[src/design/can_mode_pkg.sv]
// Package with the register map, field positions, reset values and timing figures of the CAN mode block.
// Assumes a 40 MHz aclk; every user of these names writes the package name in full.
package can_mode_pkg;
    localparam int unsigned CLK_PERIOD_NS = 25;
    localparam int unsigned ADDR_W = 8;
    // Byte addresses of the 32-bit register words.
    localparam logic [7:0] OFS_MODE_CONTROL = 8'h00;
    localparam logic [7:0] OFS_BIT_TIMING_FIRST = 8'h04;
    localparam logic [7:0] OFS_REQUEST_CONTROL = 8'h08;
    localparam logic [7:0] OFS_ENGINE_STATUS = 8'h0C;
    // Mode control bit positions.
    localparam int unsigned BIT_MODULE_ENABLE = 7;
    localparam int unsigned BIT_CLOCK_SELECT = 6;
    localparam int unsigned BIT_SELFTEST_RETURN = 5;
    localparam int unsigned BIT_MONITOR_MODE = 4;
    localparam int unsigned BIT_BUSOFF_POLICY = 3;
    localparam int unsigned BIT_WAKE_FILTER = 2;
    localparam int unsigned BIT_SLEEP_ACK = 1;
    localparam int unsigned BIT_INIT_ACK = 0;
    // Request control bit positions.
    localparam int unsigned BIT_INIT_REQUEST = 0;
    localparam int unsigned BIT_SLEEP_REQUEST = 1;
    localparam int unsigned BIT_WAKE_ENABLE = 2;
    // Bit timing fields.
    localparam int unsigned JUMP_MSB = 7;
    localparam int unsigned JUMP_LSB = 6;
    localparam int unsigned PRESCALE_MSB = 5;
    localparam int unsigned PRESCALE_LSB = 0;
    // Reset values.
    localparam logic [7:0] RST_MODE_CONTROL = 8'h00;
    localparam logic [7:0] RST_BIT_TIMING = 8'h00;
    localparam logic [7:0] RST_REQUEST = 8'h01;
    // Bus answers.
    localparam logic [1:0] RESP_OKAY = 2'h0;
    localparam logic [1:0] RESP_SLVERR = 2'h2;
    localparam logic [31:0] READ_ZERO = 32'h0000_0000;
    // Bus levels and resynchronisation counts.
    localparam logic RECESSIVE = 1'b1;
    localparam int unsigned IDLE_BITS = 11;
    localparam int unsigned BUSOFF_IDLE_RUNS = 128;
    // Shortest dominant pulse that wakes the block when filtering is on.
    localparam int unsigned WAKE_PULSE_MIN_TIME_NS = 1000;
    localparam int unsigned WAKE_PULSE_CYCLES = (WAKE_PULSE_MIN_TIME_NS + CLK_PERIOD_NS - 1) / CLK_PERIOD_NS;

    typedef enum logic [1:0] {
        ST_RUN = 2'b00,
        ST_ABORT = 2'b01,
        ST_INIT = 2'b11,
        ST_SLEEP = 2'b10
    } mode_state_t;
endpackage

[src/design/quantum_divider.sv]
// Time quantum divider: turns aclk into a one-cycle quantum tick every prescaler-value-plus-one cycles.
// Assumes the prescaler field is stable while enable is high.
`timescale 1ns/1ps
module quantum_divider #(
    parameter int unsigned PRESCALE_W = 6
) (
    // Clock and reset
    input wire logic aclk,
    input wire logic aresetn,
    // Control
    input wire logic enable,
    input wire logic [PRESCALE_W-1:0] prescale_field,
    // Output
    output logic tq_tick
);
    initial begin
        if (PRESCALE_W < 1) $error("quantum_divider needs a prescaler field");
    end

    logic [PRESCALE_W-1:0] count;
    wire at_end = (count == prescale_field);

    always_ff @(posedge aclk) begin
        if (!aresetn || !enable || at_end) begin
            count <= '0;
        end else begin
            count <= count + 1'b1;
        end
    end

    assign tq_tick = enable && at_end;

    a_tick_spacing: assert property (@(posedge aclk) disable iff (!aresetn)
        (tq_tick && enable && $stable(prescale_field) && prescale_field != '0) |=> !tq_tick)
        else $error("quantum tick repeated with prescaler above one");
endmodule // quantum_divider

[src/design/wake_detector.sv]
// Wake detector: reports dominant bus activity, either at once or after a minimum dominant pulse.
// Assumes the bus level is synchronous to aclk.
`timescale 1ns/1ps
module wake_detector #(
    parameter int unsigned PULSE_CYCLES = can_mode_pkg::WAKE_PULSE_CYCLES
) (
    // Clock and reset
    input wire logic aclk,
    input wire logic aresetn,
    // Control
    input wire logic armed,
    input wire logic filter_on,
    input wire logic bus_level,
    // Output
    output logic wake
);
    localparam int unsigned CW = $clog2(PULSE_CYCLES + 1);
    initial begin
        if (PULSE_CYCLES < 1) $error("wake_detector needs a pulse of at least one cycle");
    end

    logic [CW-1:0] run;
    wire dominant = (bus_level != can_mode_pkg::RECESSIVE);
    wire long_enough = (run >= CW'(PULSE_CYCLES - 1));

    always_ff @(posedge aclk) begin
        if (!aresetn || !armed || !dominant) begin
            run <= '0;
        end else if (!long_enough) begin
            run <= run + 1'b1;
        end
    end

    // A short glitch never completes the count, so it cannot wake a filtered node.
    assign wake = armed && dominant && (!filter_on || long_enough);
endmodule // wake_detector

[src/design/can_mode_control.sv]
// Mode control and first bit timing register of a CAN controller, with an AXI4-Lite register slave.
// Assumes the protocol engine supplies the bit strobe, busy flags and bus-off state on aclk.
`timescale 1ns/1ps

module can_mode_control #(
    parameter int unsigned WAKE_CYCLES = can_mode_pkg::WAKE_PULSE_CYCLES
) (
    // Clock and reset
    input wire logic aclk,
    input wire logic aresetn,
    // AXI4-Lite write address and data
    input wire logic [can_mode_pkg::ADDR_W-1:0] s_axi_awaddr,
    input wire logic s_axi_awvalid,
    output logic s_axi_awready,
    input wire logic [31:0] s_axi_wdata,
    input wire logic [3:0] s_axi_wstrb,
    input wire logic s_axi_wvalid,
    output logic s_axi_wready,
    // AXI4-Lite write response
    output logic [1:0] s_axi_bresp,
    output logic s_axi_bvalid,
    input wire logic s_axi_bready,
    // AXI4-Lite read
    input wire logic [can_mode_pkg::ADDR_W-1:0] s_axi_araddr,
    input wire logic s_axi_arvalid,
    output logic s_axi_arready,
    output logic [31:0] s_axi_rdata,
    output logic [1:0] s_axi_rresp,
    output logic s_axi_rvalid,
    input wire logic s_axi_rready,
    // System mode
    input wire logic special_mode,
    // Protocol engine side
    input wire logic bit_strobe,
    input wire logic engine_tx,
    input wire logic rx_busy,
    input wire logic tx_pending,
    input wire logic busoff,
    output logic engine_rx,
    output logic abort_traffic,
    output logic bus_synced,
    output logic tq_tick,
    output logic [2:0] jump_width_tq,
    output logic module_enable,
    output logic engine_clock_select,
    output logic busoff_recovery_policy,
    output logic ack_error_allow,
    output logic error_count_hold,
    output logic tx_start_allow,
    // Bus pins
    input wire logic bus_rx,
    output logic bus_tx
);
    initial begin
        if (WAKE_CYCLES < 1) $error("can_mode_control needs a wake pulse of at least one cycle");
    end

    can_mode_pkg::mode_state_t state;
    can_mode_pkg::mode_state_t next_state;
    logic [7:0] mode_reg;
    logic [7:0] timing_reg;
    logic init_request;
    logic sleep_request;
    logic wake_on_traffic_enable;
    logic enable_written;
    logic aw_held;
    logic w_held;
    logic [can_mode_pkg::ADDR_W-1:0] aw_addr;
    logic [31:0] w_data;
    logic [3:0] w_strb;
    logic [3:0] idle_run;
    logic [7:0] busoff_runs;
    logic wake;

    // Handshake state.
    wire init_acknowledge = (state == can_mode_pkg::ST_INIT);
    wire sleep_acknowledge = (state == can_mode_pkg::ST_SLEEP);
    wire init_active = init_request && init_acknowledge;
    wire sleep_active = sleep_request && sleep_acknowledge;
    wire bus_quiet = !rx_busy && !tx_pending;

    // Write side of the bus slave.
    wire write_fire = aw_held && w_held && !s_axi_bvalid;
    wire low_lane = w_strb[0];
    wire hit_mode = (aw_addr == can_mode_pkg::OFS_MODE_CONTROL);
    wire hit_timing = (aw_addr == can_mode_pkg::OFS_BIT_TIMING_FIRST);
    wire hit_request = (aw_addr == can_mode_pkg::OFS_REQUEST_CONTROL);
    wire hit_status = (aw_addr == can_mode_pkg::OFS_ENGINE_STATUS);
    wire write_mapped = hit_mode || hit_timing || hit_request || hit_status;
    wire write_mode = write_fire && low_lane && hit_mode && init_active;
    wire write_timing = write_fire && low_lane && hit_timing && init_active;
    wire write_request = write_fire && low_lane && hit_request;
    wire enable_may_change = special_mode || !enable_written;
    wire [7:0] wbyte = w_data[7:0];

    // Requests: init cannot be withdrawn before its acknowledge, sleep is dropped by a wake while asleep.
    wire init_req_written = write_request ? wbyte[can_mode_pkg::BIT_INIT_REQUEST] : init_request;
    wire next_init_request = (init_request && !init_acknowledge) ? 1'b1 : init_req_written;
    wire sleep_req_written = write_request ? wbyte[can_mode_pkg::BIT_SLEEP_REQUEST] : sleep_request;
    wire sleep_wake_clear = sleep_acknowledge && wake_on_traffic_enable && wake;
    wire next_sleep_request = sleep_req_written && !sleep_wake_clear;

    // Mode register image: acknowledge positions never take written data.
    wire [7:0] mode_written = {
        enable_may_change ? wbyte[can_mode_pkg::BIT_MODULE_ENABLE] : mode_reg[can_mode_pkg::BIT_MODULE_ENABLE],
        wbyte[can_mode_pkg::BIT_CLOCK_SELECT:can_mode_pkg::BIT_WAKE_FILTER],
        2'b00
    };
    wire [7:0] next_mode = write_mode ? mode_written : mode_reg;

    always_ff @(posedge aclk) begin
        if (!aresetn) begin
            aw_held <= 1'b0;
            w_held <= 1'b0;
            aw_addr <= '0;
            w_data <= can_mode_pkg::READ_ZERO;
            w_strb <= '0;
            s_axi_bvalid <= 1'b0;
            s_axi_bresp <= can_mode_pkg::RESP_OKAY;
        end else begin
            if (s_axi_awvalid && s_axi_awready) begin
                aw_held <= 1'b1;
                aw_addr <= s_axi_awaddr;
            end else if (write_fire) begin
                aw_held <= 1'b0;
            end
            if (s_axi_wvalid && s_axi_wready) begin
                w_held <= 1'b1;
                w_data <= s_axi_wdata;
                w_strb <= s_axi_wstrb;
            end else if (write_fire) begin
                w_held <= 1'b0;
            end
            if (write_fire) begin
                s_axi_bvalid <= 1'b1;
                s_axi_bresp <= write_mapped ? can_mode_pkg::RESP_OKAY : can_mode_pkg::RESP_SLVERR;
            end else if (s_axi_bready) begin
                s_axi_bvalid <= 1'b0;
            end
        end
    end

    assign s_axi_awready = !aw_held && !s_axi_bvalid;
    assign s_axi_wready = !w_held && !s_axi_bvalid;

    // Control registers.
    always_ff @(posedge aclk) begin
        if (!aresetn) begin
            mode_reg <= can_mode_pkg::RST_MODE_CONTROL;
            timing_reg <= can_mode_pkg::RST_BIT_TIMING;
            init_request <= can_mode_pkg::RST_REQUEST[can_mode_pkg::BIT_INIT_REQUEST];
            sleep_request <= can_mode_pkg::RST_REQUEST[can_mode_pkg::BIT_SLEEP_REQUEST];
            wake_on_traffic_enable <= can_mode_pkg::RST_REQUEST[can_mode_pkg::BIT_WAKE_ENABLE];
            enable_written <= 1'b0;
        end else begin
            mode_reg <= next_mode;
            if (write_timing) begin
                timing_reg <= wbyte;
            end
            init_request <= next_init_request;
            sleep_request <= next_sleep_request;
            if (write_request) begin
                wake_on_traffic_enable <= wbyte[can_mode_pkg::BIT_WAKE_ENABLE];
            end
            if (write_mode) begin
                enable_written <= 1'b1;
            end
        end
    end

    // Handshake state machine; init request outranks sleep.
    always_comb begin
        next_state = state;
        case (state)
            can_mode_pkg::ST_RUN: begin
                if (init_request) begin
                    next_state = can_mode_pkg::ST_ABORT;
                end else if (sleep_request && bus_quiet) begin
                    next_state = can_mode_pkg::ST_SLEEP;
                end
            end
            can_mode_pkg::ST_ABORT: begin
                next_state = can_mode_pkg::ST_INIT;
            end
            can_mode_pkg::ST_INIT: begin
                if (!init_request) begin
                    next_state = can_mode_pkg::ST_RUN;
                end
            end
            can_mode_pkg::ST_SLEEP: begin
                if (init_request) begin
                    next_state = can_mode_pkg::ST_ABORT;
                end else if (!sleep_request || sleep_wake_clear) begin
                    next_state = can_mode_pkg::ST_RUN;
                end
            end
            default: begin
                next_state = can_mode_pkg::ST_RUN;
            end
        endcase
    end

    always_ff @(posedge aclk) begin
        if (!aresetn) begin
            state <= can_mode_pkg::ST_RUN;
        end else begin
            state <= next_state;
        end
    end

    // Resynchronisation after init: count recessive bits at the engine's bit strobe.
    wire bit_recessive = (engine_rx == can_mode_pkg::RECESSIVE);
    wire run_done = (idle_run == 4'(can_mode_pkg::IDLE_BITS - 1));
    wire runs_done = (busoff_runs == 8'(can_mode_pkg::BUSOFF_IDLE_RUNS - 1));

    always_ff @(posedge aclk) begin
        if (!aresetn || state != can_mode_pkg::ST_RUN) begin
            idle_run <= '0;
            busoff_runs <= '0;
            bus_synced <= 1'b0;
        end else if (bit_strobe && !bus_synced) begin
            if (!bit_recessive) begin
                idle_run <= '0;
            end else if (!run_done) begin
                idle_run <= idle_run + 1'b1;
            end else begin
                idle_run <= '0;
                if (!busoff || runs_done) begin
                    bus_synced <= 1'b1;
                end else begin
                    busoff_runs <= busoff_runs + 1'b1;
                end
            end
        end
    end

    // Register read side.
    wire hit_rd_mode = (s_axi_araddr == can_mode_pkg::OFS_MODE_CONTROL);
    wire hit_rd_timing = (s_axi_araddr == can_mode_pkg::OFS_BIT_TIMING_FIRST);
    wire hit_rd_request = (s_axi_araddr == can_mode_pkg::OFS_REQUEST_CONTROL);
    wire hit_rd_status = (s_axi_araddr == can_mode_pkg::OFS_ENGINE_STATUS);
    wire [7:0] mode_view = {mode_reg[7:2], sleep_acknowledge, init_acknowledge};
    wire [7:0] request_view = {5'b00000, wake_on_traffic_enable, sleep_request, init_request};
    wire [7:0] status_view = {4'b0000, busoff, bus_synced, state};
    wire [7:0] read_byte = hit_rd_mode ? mode_view :
                           hit_rd_timing ? timing_reg :
                           hit_rd_request ? request_view :
                           hit_rd_status ? status_view : 8'h00;
    wire read_mapped = hit_rd_mode || hit_rd_timing || hit_rd_request || hit_rd_status;

    always_ff @(posedge aclk) begin
        if (!aresetn) begin
            s_axi_rvalid <= 1'b0;
            s_axi_rdata <= can_mode_pkg::READ_ZERO;
            s_axi_rresp <= can_mode_pkg::RESP_OKAY;
        end else if (s_axi_arvalid && s_axi_arready) begin
            s_axi_rvalid <= 1'b1;
            s_axi_rdata <= {24'h00_0000, read_byte};
            s_axi_rresp <= read_mapped ? can_mode_pkg::RESP_OKAY : can_mode_pkg::RESP_SLVERR;
        end else if (s_axi_rready) begin
            s_axi_rvalid <= 1'b0;
        end
    end

    assign s_axi_arready = !s_axi_rvalid;

    // Engine controls.
    wire monitor = mode_reg[can_mode_pkg::BIT_MONITOR_MODE];
    wire selftest = mode_reg[can_mode_pkg::BIT_SELFTEST_RETURN];
    assign module_enable = mode_reg[can_mode_pkg::BIT_MODULE_ENABLE];
    assign engine_clock_select = mode_reg[can_mode_pkg::BIT_CLOCK_SELECT];
    assign busoff_recovery_policy = mode_reg[can_mode_pkg::BIT_BUSOFF_POLICY];
    assign ack_error_allow = module_enable && !monitor;
    assign error_count_hold = monitor || !module_enable;
    assign tx_start_allow = module_enable && !monitor && bus_synced;
    assign abort_traffic = (state == can_mode_pkg::ST_ABORT) || init_request;
    assign jump_width_tq = {1'b0, timing_reg[can_mode_pkg::JUMP_MSB:can_mode_pkg::JUMP_LSB]} + 3'd1;
    // The pin falls recessive during init and self-test so a half-sent frame cannot upset the bus.
    assign engine_rx = selftest ? engine_tx : bus_rx;
    assign bus_tx = (selftest || init_request || !module_enable) ? can_mode_pkg::RECESSIVE : engine_tx;

    quantum_divider #(
        .PRESCALE_W(6)
    ) u_divider (
        .aclk(aclk),
        .aresetn(aresetn),
        .enable(module_enable && !init_active),
        .prescale_field(timing_reg[can_mode_pkg::PRESCALE_MSB:can_mode_pkg::PRESCALE_LSB]),
        .tq_tick(tq_tick)
    );

    wake_detector #(
        .PULSE_CYCLES(WAKE_CYCLES)
    ) u_wake (
        .aclk(aclk),
        .aresetn(aresetn),
        .armed(sleep_acknowledge && wake_on_traffic_enable),
        .filter_on(mode_reg[can_mode_pkg::BIT_WAKE_FILTER]),
        .bus_level(bus_rx),
        .wake(wake)
    );

    a_mode_locked: assert property (@(posedge aclk) disable iff (!aresetn)
        !init_active |=> $stable(mode_reg))
        else $error("mode control changed outside init mode");
    a_timing_locked: assert property (@(posedge aclk) disable iff (!aresetn)
        !init_active |=> $stable(timing_reg))
        else $error("bit timing changed outside init mode");
    a_enable_once: assert property (@(posedge aclk) disable iff (!aresetn)
        (enable_written && !special_mode) |=> $stable(module_enable))
        else $error("module enable written twice in normal mode");
    a_abort_before_ack: assert property (@(posedge aclk) disable iff (!aresetn)
        $rose(init_acknowledge) |-> $past(state) == can_mode_pkg::ST_ABORT && !bus_synced)
        else $error("init acknowledge rose without an abort cycle");
    a_sleep_quiet: assert property (@(posedge aclk) disable iff (!aresetn)
        $rose(sleep_acknowledge) |-> $past(bus_quiet) && $past(sleep_request))
        else $error("sleep entered while bus busy");
    a_sleep_release: assert property (@(posedge aclk) disable iff (!aresetn)
        (sleep_acknowledge && !sleep_request && !init_request) |=> !sleep_acknowledge)
        else $error("sleep acknowledge kept after request cleared");
    a_wake_clears: assert property (@(posedge aclk) disable iff (!aresetn)
        (sleep_wake_clear && !init_request) |=> !sleep_acknowledge && !sleep_request)
        else $error("wake did not leave sleep");
    a_monitor_quiet: assert property (@(posedge aclk) disable iff (!aresetn)
        monitor |-> !ack_error_allow && error_count_hold && !tx_start_allow)
        else $error("monitor mode let the node drive the bus");
    a_loop_return: assert property (@(posedge aclk) disable iff (!aresetn)
        selftest |-> engine_rx == engine_tx && bus_tx == can_mode_pkg::RECESSIVE)
        else $error("self-test return not internal");
    a_sync_needs_idle: assert property (@(posedge aclk) disable iff (!aresetn)
        $rose(bus_synced) |-> $past(run_done) && $past(bit_strobe))
        else $error("bus sync without eleven recessive bits");
endmodule // can_mode_control

[config.mk]
export PLATFORM = sky130hd
export DESIGN_NAME = can_mode_control
export DESIGN_NICKNAME = d
export VERILOG_FILES = /design/src/design/can_mode_pkg.sv /design/src/design/quantum_divider.sv /design/src/design/wake_detector.sv /design/src/design/can_mode_control.sv
export SDC_FILE = /design/constraint.sdc
export NUM_CORES = 1
export LEC_CHECK = 0
export BUFFER_PORTS_ARGS = -buffer_cell sky130_fd_sc_hd__buf_4
export CAP_MARGIN = 20
export CORE_UTILIZATION = 24
export CTS_BUF_LIST = sky130_fd_sc_hd__clkbuf_4 sky130_fd_sc_hd__clkbuf_8 sky130_fd_sc_hd__clkbuf_16
export DETAILED_ROUTE_END_ITERATION = 10
export PLACE_DENSITY = 0.51
export REMOVE_ABC_BUFFERS = 1
export SYNTH_ARGS = -nofsm -noshare
export SYNTH_HDL_FRONTEND = slang
export SYNTH_HIERARCHICAL = 1
export SYNTH_SLANG_ARGS = --single-unit
[constraint.sdc]
create_clock -name aclk -period 4.9 [get_ports aclk]
set_input_delay 0.98 -clock aclk [delete_from_list [all_inputs] [get_ports aclk]]
set_output_delay 0.98 -clock aclk [all_outputs]
set_load 0.05 [all_outputs]
==> impl_metrics.xml, run 1 <==
<?xml version="1.0" encoding="UTF-8"?>
<metrics>
  <group name="detailed_routing">
    <metric name="detail_route.first_pass.iterations" unit="">7</metric>
    <metric name="drt-initial-drc-count" unit="">183</metric>
    <metric name="via_count" unit="">3140</metric>
    <metric name="wl_per_cell" unit="um">13.3</metric>
    <metric name="final_wl" unit="mm">9.00</metric>
    <metric name="drc_errors" unit="">12</metric>
    <metric name="antenna_left" unit="">0</metric>
    <metric name="vias_per_instance" unit="">4.64</metric>
  </group>
  <group name="power_and_ir_drop">
    <metric name="netSwitchingPower" unit="uW">392</metric>
    <metric name="cellLeakagePower" unit="nW">1.86</metric>
    <metric name="p_int" unit="mW">1.14</metric>
    <metric name="vdd_drop_max" unit="mV">0.165</metric>
    <metric name="p_per_area" unit="nW/um^2">337</metric>
    <metric name="power.sequential.fraction" unit="%">42.5</metric>
    <metric name="p_comb_share" unit="%">11.5</metric>
    <metric name="p_sw_share" unit="%">25.7</metric>
    <metric name="clkPwrFrac" unit="%">46.0</metric>
  </group>
  <group name="worst_setup_path">
    <metric name="critical_path.max_stage_delay" unit="ns">0.48</metric>
    <metric name="worst-path-max-fanout" unit="">7</metric>
    <metric name="crit_path_start_kind" unit="">primary input</metric>
    <metric name="worst_path_cell_chain" unit="">buf_4, mux2i_1, inv_1, buf_4</metric>
    <metric name="critPathMostFrequentCell" unit="">sky130_fd_sc_hd__buf_4</metric>
    <metric name="timing.reg2reg.worst_path_depth" unit="">4</metric>
    <metric name="cp_max_stage_cell" unit="">sky130_fd_sc_hd__mux2i_1</metric>
    <metric name="signal_arrival_time_at_the_worst_endpoint" unit="ns">1.95</metric>
    <metric name="critical_path_required_time" unit="ns">3.92</metric>
    <metric name="end_kind" unit="">output pin</metric>
    <metric name="startpoint_to_endpoint_class_of_the_critical_path" unit="">primary input to output pin</metric>
  </group>
  <group name="synth">
    <metric name="yosysWarnings" unit="">6</metric>
    <metric name="syn_area" unit="sq um">3630</metric>
    <metric name="synth_cell_type_count" unit="">51</metric>
    <metric name="postSynthCellCount" unit="">424</metric>
    <metric name="synth-async-reset-ratio" unit="%">0</metric>
    <metric name="synth_flop_cell" unit="">sky130_fd_sc_hd__dfxtp_1</metric>
    <metric name="number_of_enable_flip_flop_cells_after_synthesis" unit="">0</metric>
    <metric name="postSynthAreaPerCell" unit="sq um">8.55</metric>
    <metric name="synth_seq_cells" unit="">76</metric>
    <metric name="synth_seq_area_share" unit="%">42.0</metric>
  </group>
  <group name="sta">
    <metric name="rsz_0062_raised_after_global_routing" unit="">no</metric>
    <metric name="highest_clock_rate" unit="MHz">342</metric>
    <metric name="timing.slew.headroom" unit="%">34.2</metric>
    <metric name="fin_setup_tns" unit="ns">0</metric>
    <metric name="final-max-slew-violation-count" unit="">0</metric>
    <metric name="final-setup-viol-count" unit="">0</metric>
    <metric name="min_period" unit="ns">2.93</metric>
    <metric name="timing_hold_violations_final" unit="">0</metric>
    <metric name="clock_skew" unit="ns">0.00447</metric>
    <metric name="post-route-period-util" unit="%">59.8</metric>
    <metric name="slew_at_the_pin_with_the_worst_max_slew_slack" unit="ns">0.983</metric>
  </group>
  <group name="die">
    <metric name="fp-row-count" unit="">44</metric>
    <metric name="die_height" unit="um">125</metric>
    <metric name="io-pin-count" unit="">121</metric>
    <metric name="die_outline_width" unit="um">125</metric>
    <metric name="effective_utilization_at_floorplan" unit="%">24.8</metric>
    <metric name="dieArea" unit="sq um">15600</metric>
    <metric name="placeableCoreArea" unit="sq um">14600</metric>
  </group>
  <group name="place">
    <metric name="placed_cells" unit="">661</metric>
    <metric name="dp.final_hpwl" unit="mm">6.74</metric>
    <metric name="gp_congestion" unit="">0.779</metric>
    <metric name="io_buffer_count" unit="">67</metric>
  </group>
  <group name="cts">
    <metric name="cts.repair.resized" unit="">0</metric>
    <metric name="clock_sink_count" unit="">76</metric>
    <metric name="cts_htree_levels" unit="">3</metric>
    <metric name="cts_hold_buffers" unit="">0</metric>
    <metric name="cts_tree" unit="">yes</metric>
    <metric name="clock-root-buffer" unit="">sky130_fd_sc_hd__clkbuf_16</metric>
    <metric name="numCtsBuffers" unit="">9</metric>
    <metric name="cts_setup_buffers" unit="">0</metric>
    <metric name="cts-root-to-sink-buffers" unit="">2</metric>
    <metric name="clock_insertion_delay_worst_skew" unit="ns">0.34</metric>
    <metric name="path_clk_slew" unit="ns">0.06</metric>
  </group>
  <group name="min_path">
    <metric name="min_delay_path_depth" unit="">2</metric>
    <metric name="timing.hold.worst.class" unit="">register to register</metric>
  </group>
  <group name="status">
    <metric name="failed_checks" unit="">design-rule violations</metric>
    <metric name="outcome" unit="">finished with violations</metric>
  </group>
  <group name="global_routing">
    <metric name="first_global_vias" unit="">2956</metric>
    <metric name="grt_max_degree" unit="">23</metric>
    <metric name="antenna_found_initial" unit="">0</metric>
    <metric name="grt_pass1_wl" unit="mm">14.9</metric>
    <metric name="grt.total_usage" unit="%">12.1</metric>
    <metric name="overflow" unit="">0</metric>
  </group>
  <group name="layout">
    <metric name="final_nets" unit="">560</metric>
    <metric name="synthToLayoutAreaGrowth" unit="%">25.2</metric>
    <metric name="layoutNonFillerInstCount" unit="">677</metric>
    <metric name="most-common-layout-cells" unit="">sky130_fd_sc_hd__dfxtp_1 (76), sky130_fd_sc_hd__buf_4 (68), sky130_fd_sc_hd__a21oi_1 (41), sky130_fd_sc_hd__nor2_1 (40), sky130_fd_sc_hd__nand2_1 (33)</metric>
    <metric name="n_antenna_cell" unit="">0</metric>
    <metric name="n_fill_cell" unit="">1571</metric>
    <metric name="layout_commonest_cell" unit="">sky130_fd_sc_hd__dfxtp_1</metric>
    <metric name="drive_above_1_share" unit="%">18.5</metric>
  </group>
  <group name="run">
    <metric name="max_cap_viol_count" unit="">0</metric>
  </group>
</metrics>
## worst paths after layout
check	startpoint	end	slack, ns
setup reg to reg	aw_addr[0]$_SDFFE_PN0P_	mode_reg[7]$_SDFFE_PN0P_	2.62
hold reg to reg	aw_addr[5]$_SDFFE_PN0P_	aw_addr[5]$_SDFFE_PN0P_	0.46
hold / removal	aw_addr[5]$_SDFFE_PN0P_	aw_addr[5]$_SDFFE_PN0P_	0.46
setup / recovery	engine_tx	engine_rx	1.97
## layout make-up
| cell class | count | area [sq um] | share of cell area, % |
|---|---|---|---|
| Multi-Input combinational cell | 317 | 1900 | 41.7 |
| Sequential cell | 76 | 1520 | 33.5 |
| Timing Repair Buffer | 68 | 510 | 11.2 |
| Clock buffer | 13 | 280 | 6.17 |
| Tap cell | 184 | 230 | 5.07 |
| Inverter | 16 | 60.1 | 1.32 |
| Clock inverter | 3 | 42.5 | 0.937 |
## synth_stat cells, types with 2 or more instances
master	instances	area, sq um
sky130_fd_sc_hd__nand3_1	24	120
sky130_fd_sc_hd__clkbuf_1	13	48.8
sky130_fd_sc_hd__nand4b_1	2	17.5
sky130_fd_sc_hd__xor2_1	8	70.1
sky130_fd_sc_hd__o211ai_1	3	22.5
sky130_fd_sc_hd__a211oi_1	6	45.0
sky130_fd_sc_hd__xnor2_1	2	17.5
sky130_fd_sc_hd__o31ai_1	7	52.6
sky130_fd_sc_hd__a221oi_1	4	35.0
sky130_fd_sc_hd__nor4_1	4	25.0
sky130_fd_sc_hd__nor4b_1	2	17.5
sky130_fd_sc_hd__and3b_1	4	35.0
sky130_fd_sc_hd__ha_1	6	75.1
sky130_fd_sc_hd__a222oi_1	2	20.0
sky130_fd_sc_hd__nand3b_1	2	15.0
sky130_fd_sc_hd__nand2b_1	3	18.8
sky130_fd_sc_hd__nor2b_1	4	25.0
sky130_fd_sc_hd__nor2_1	40	150
sky130_fd_sc_hd__nand2_1	33	124
sky130_fd_sc_hd__a21oi_1	41	205
sky130_fd_sc_hd__a211o_1	3	26.3
sky130_fd_sc_hd__mux2i_1	18	180
sky130_fd_sc_hd__a21o_1	2	15.0
sky130_fd_sc_hd__a31oi_1	3	18.8
sky130_fd_sc_hd__dfxtp_1	76	1520
sky130_fd_sc_hd__and2_1	4	25.0
sky130_fd_sc_hd__buf_4	26	195
sky130_fd_sc_hd__and3_1	3	18.8
sky130_fd_sc_hd__nor3_1	6	30.0
sky130_fd_sc_hd__nand4_1	6	37.5
sky130_fd_sc_hd__or3_1	3	18.8
sky130_fd_sc_hd__o41ai_1	2	17.5
sky130_fd_sc_hd__or4_1	5	37.5
sky130_fd_sc_hd__inv_1	16	60.1
sky130_fd_sc_hd__o21ai_0	25	125
## critical path: cells and delay by family
| family | cells | cell delay [ns] |
|---|---|---|
| buf+inv | 3 | 0.49 |
| mux | 1 | 0.48 |
## power by group through the flow
stage	registers, mW	clock network, mW	logic [mW]
2_1_floorplan	0.674	0	0.106
3_3_place_gp	0.662	0	0.175
3_5_place_dp	0.663	0	0.177
4_1_cts	0.649	0.726	0.178
5_1_grt	0.651	0.752	0.191
6_report	0.649	0.703	0.176
## cell families (layout without fill, tap and decap cells)
kind of cell | Yosys count | in the layout | synth area share (%)
simple gates | 152 | 152 | 21.7
compound gates | 104 | 104 | 17.6
flops | 76 | 76 | 42.0
buf+inv | 56 | 100 | 8.49
mux | 19 | 19 | 5.59
xor+xnor | 10 | 10 | 2.42
fa+ha+maj | 6 | 6 | 2.07
other cells | 1 | 26 | 0.103
## through the flow
step	setup WS (ns)	hold slack [ns]	utilization, %	cell area (sq um)	total power, mW
global route	1.85	0.489	31.0	4540	1.59
CTS	1.94	0.461	31.0	4540	1.55
detailed placement	1.95	0.453	28.8	4220	0.840
floorplan	1.83	0.432	-	3470	0.779
global placement	1.95	0.446	28.8	4220	0.837
finish	1.97	0.456	31.0	4540	1.53
## routing by layer
layer,routed length (um),global-route usage [%]
met2,3950,19.4
met1,4340,15.0
met5,0,0
met3,519,4.08
met4,191,4.45
(Power assumes the default switching activity.)
==> run 2, diff against run 1 <==
==> constraint.sdc (replaced) <==
create_clock -name aclk -period 2.7 [get_ports aclk]
set_input_delay 0.54 -clock aclk [delete_from_list [all_inputs] [get_ports aclk]]
set_output_delay 0.54 -clock aclk [all_outputs]
set_load 0.05 [all_outputs]
==> run 2 against run 1 <==
Effect of this change: the flow still finishes with violations (design-rule violations); register-to-register slack got worse by 1.9 ns; combinational power increased by 84%; utilization is 0.10 points lower; clock-buffer cell count rose by 1; clock power rose by 64%; via count rose by 1.8%; first-iteration DRC count grew 9.3%; hold slack lost 0.061 ns; sequential power grew 82%; power increased by 74%; global-route usage about the same; critical endpoint is now tq_tick.
==> impl_metrics.xml, run 2 (same netlist as run 1, synthesis figures left out) <==
<?xml version="1.0" encoding="UTF-8"?>
<metrics>
  <group name="layout">
    <metric name="n_antenna_cell" unit="">0</metric>
    <metric name="multi_input_comb_area" unit="sq um">1900</metric>
    <metric name="regArea" unit="sq um">1520</metric>
    <metric name="synthToLayoutAreaGrowth" unit="%">24.8</metric>
    <metric name="most-common-layout-cells" unit="">sky130_fd_sc_hd__dfxtp_1 (76), sky130_fd_sc_hd__buf_4 (70), sky130_fd_sc_hd__a21oi_1 (41), sky130_fd_sc_hd__nor2_1 (40), sky130_fd_sc_hd__nand2_1 (33)</metric>
    <metric name="layout.cell_area.non_filler" unit="sq um">4530</metric>
    <metric name="n_fill_cell" unit="">1575</metric>
    <metric name="layout_commonest_cell" unit="">sky130_fd_sc_hd__dfxtp_1</metric>
    <metric name="drive_above_1_share" unit="%">18.6</metric>
    <metric name="final_nets" unit="">562</metric>
    <metric name="layoutNonFillerInstCount" unit="">678</metric>
    <metric name="fin_util" unit="%">30.9</metric>
  </group>
  <group name="worst_setup_path">
    <metric name="critPathBufInv" unit="">1</metric>
    <metric name="signal_arrival_time_at_the_worst_endpoint" unit="ns">1.78</metric>
    <metric name="regToRegSetupSlack" unit="ns">0.76</metric>
    <metric name="reg2reg_end" unit="">busoff_runs[4]$_SDFFE_PP0P_</metric>
    <metric name="cp_max_stage_cell" unit="">sky130_fd_sc_hd__nor4_4</metric>
    <metric name="timing.reg2reg.worst_path_depth" unit="">6</metric>
    <metric name="worst_path_cell_chain" unit="">xor2_1, nor4_4, and3_1, buf_4</metric>
    <metric name="critical_path.max_stage_delay" unit="ns">0.45</metric>
    <metric name="critical_path_required_time" unit="ns">2.16</metric>
    <metric name="crit_path_start_kind" unit="">register</metric>
    <metric name="cpLargestDelayFamily" unit="">simple AND/OR/NAND/NOR gates</metric>
    <metric name="worst_setup_path_startpoint" unit="">u_divider/count[2]$_SDFF_PP0_</metric>
    <metric name="worstReg2RegStart" unit="">idle_run[0]$_SDFFE_PP0N_</metric>
    <metric name="startpoint_to_endpoint_class_of_the_critical_path" unit="">register to output pin</metric>
    <metric name="worst-path-max-fanout" unit="">7</metric>
    <metric name="end_kind" unit="">output pin</metric>
  </group>
  <group name="sta">
    <metric name="timing_hold_violations_final" unit="">0</metric>
    <metric name="fin_worst_hold_slack" unit="ns">0.395</metric>
    <metric name="slew_at_the_pin_with_the_worst_max_slew_slack" unit="ns">0.641</metric>
    <metric name="highest_clock_rate" unit="MHz">431</metric>
    <metric name="timing.slew.headroom" unit="%">56.0</metric>
    <metric name="postLayoutSetupSlackWorst" unit="ns">0.382</metric>
    <metric name="clock_skew" unit="ns">0.00545</metric>
    <metric name="rsz_0062_raised_after_global_routing" unit="">no</metric>
    <metric name="final-setup-viol-count" unit="">0</metric>
    <metric name="fin_setup_tns" unit="ns">0</metric>
    <metric name="final-max-slew-violation-count" unit="">0</metric>
    <metric name="min_period" unit="ns">2.32</metric>
    <metric name="post-route-period-util" unit="%">85.8</metric>
  </group>
  <group name="cts">
    <metric name="cts_setup_buffers" unit="">0</metric>
    <metric name="clock_insertion_delay_worst_skew" unit="ns">0.33</metric>
    <metric name="clock-root-buffer" unit="">sky130_fd_sc_hd__clkbuf_16</metric>
    <metric name="numCtsBuffers" unit="">9</metric>
    <metric name="clock_sink_count" unit="">76</metric>
    <metric name="cts-root-to-sink-buffers" unit="">2</metric>
    <metric name="cts.repair.resized" unit="">0</metric>
    <metric name="cts_htree_levels" unit="">3</metric>
    <metric name="cts_hold_buffers" unit="">0</metric>
    <metric name="path_clk_slew" unit="ns">0.06</metric>
    <metric name="cts_tree" unit="">yes</metric>
  </group>
  <group name="run">
    <metric name="max_cap_viol_count" unit="">0</metric>
  </group>
  <group name="status">
    <metric name="outcome" unit="">finished with violations</metric>
    <metric name="failed_checks" unit="">design-rule violations</metric>
  </group>
  <group name="place">
    <metric name="gp_congestion" unit="">0.763</metric>
    <metric name="dp.final_hpwl" unit="mm">6.72</metric>
    <metric name="pre_cts_ws" unit="ns">0.538</metric>
    <metric name="placed_cells" unit="">663</metric>
    <metric name="io_buffer_count" unit="">67</metric>
    <metric name="postPlaceCellArea" unit="sq um">4230</metric>
  </group>
  <group name="global_routing">
    <metric name="grt.total_usage" unit="%">12.0</metric>
    <metric name="antenna_found_initial" unit="">0</metric>
    <metric name="grt_util_met1" unit="%">15.7</metric>
    <metric name="overflow" unit="">0</metric>
    <metric name="gr-usage-met2" unit="%">18.3</metric>
    <metric name="groute.layer.met3.usage" unit="%">3.95</metric>
    <metric name="grt_pass1_wl" unit="mm">15.0</metric>
    <metric name="grt_max_degree" unit="">41</metric>
    <metric name="grt_most_used_layer" unit="">met2</metric>
    <metric name="first_global_vias" unit="">2971</metric>
  </group>
  <group name="detailed_routing">
    <metric name="wl_per_cell" unit="um">13.1</metric>
    <metric name="drc_errors" unit="">12</metric>
    <metric name="antenna_left" unit="">0</metric>
    <metric name="vias_per_instance" unit="">4.72</metric>
    <metric name="final_wl" unit="mm">8.90</metric>
    <metric name="detail_route.first_pass.iterations" unit="">7</metric>
    <metric name="via_count" unit="">3198</metric>
    <metric name="drt-initial-drc-count" unit="">200</metric>
  </group>
  <group name="die">
    <metric name="placeableCoreArea" unit="sq um">14600</metric>
    <metric name="fp-row-count" unit="">44</metric>
    <metric name="io-pin-count" unit="">121</metric>
    <metric name="effective_utilization_at_floorplan" unit="%">24.8</metric>
    <metric name="dieArea" unit="sq um">15600</metric>
    <metric name="die_height" unit="um">125</metric>
    <metric name="die_outline_width" unit="um">125</metric>
  </group>
  <group name="power_and_ir_drop">
    <metric name="p_per_area" unit="nW/um^2">587</metric>
    <metric name="vdd_drop_max" unit="mV">0.273</metric>
    <metric name="cellLeakagePower" unit="nW">1.86</metric>
    <metric name="report.power.total" unit="mW">2.66</metric>
  </group>
  <group name="min_path">
    <metric name="worst_hold_startpoint" unit="">s_axi_rready</metric>
    <metric name="timing.hold.worst.class" unit="">primary input to register</metric>
    <metric name="min_delay_path_depth" unit="">2</metric>
    <metric name="min_to" unit="">s_axi_rvalid$_SDFFE_PN0P_</metric>
  </group>
</metrics>
run 2: changes by cell type in the layout (fill, tap and decap cells not counted):
cell | previous run | this run
sky130_fd_sc_hd__buf_4 | 68 | 70
sky130_fd_sc_hd__bufinv_16 | 1 | 0
sky130_fd_sc_hd__clkbuf_4 | 0 | 1
sky130_fd_sc_hd__clkinvlp_4 | 1 | 0
run 2: layer usage:
layer  wire, um  up-vias
met5          0        -
met4        159        0
met3        515       12
met2       3870       95
met1       4350     1482
li1           -     1609
run 2: how the worst max path moves through the flow:
stage | depth (start not counted) | to | slack, ns
3_5_place_dp | 5 | s_axi_rdata[6]$_SDFFE_PN0P_ | 0.54
3_3_place_gp | 5 | s_axi_rdata[7]$_SDFFE_PN0P_ | 0.56
2_1_floorplan | 3 | tx_start_allow | 0.07
6_report | 4 | tq_tick | 0.38
4_1_cts | 4 | tq_tick | 0.37
5_1_grt | 3 | engine_rx | 0.29
run 2: where the power goes:
group	switching (mW)	internal, mW	total (mW)
logic	0.225	0.0993	0.324
clock network	0.429	0.726	1.15
registers	0.0262	1.15	1.18
run 2: area by class of cell:
cell class              instances  area share (%)
clock buffers                  14            6.36
clock inverters                 1           0.111
inverters                      16            1.33
multi-input cells             317            41.9
flip-flops and latches         76            33.6
well taps                     184            5.09
repair buffers                 70            11.6
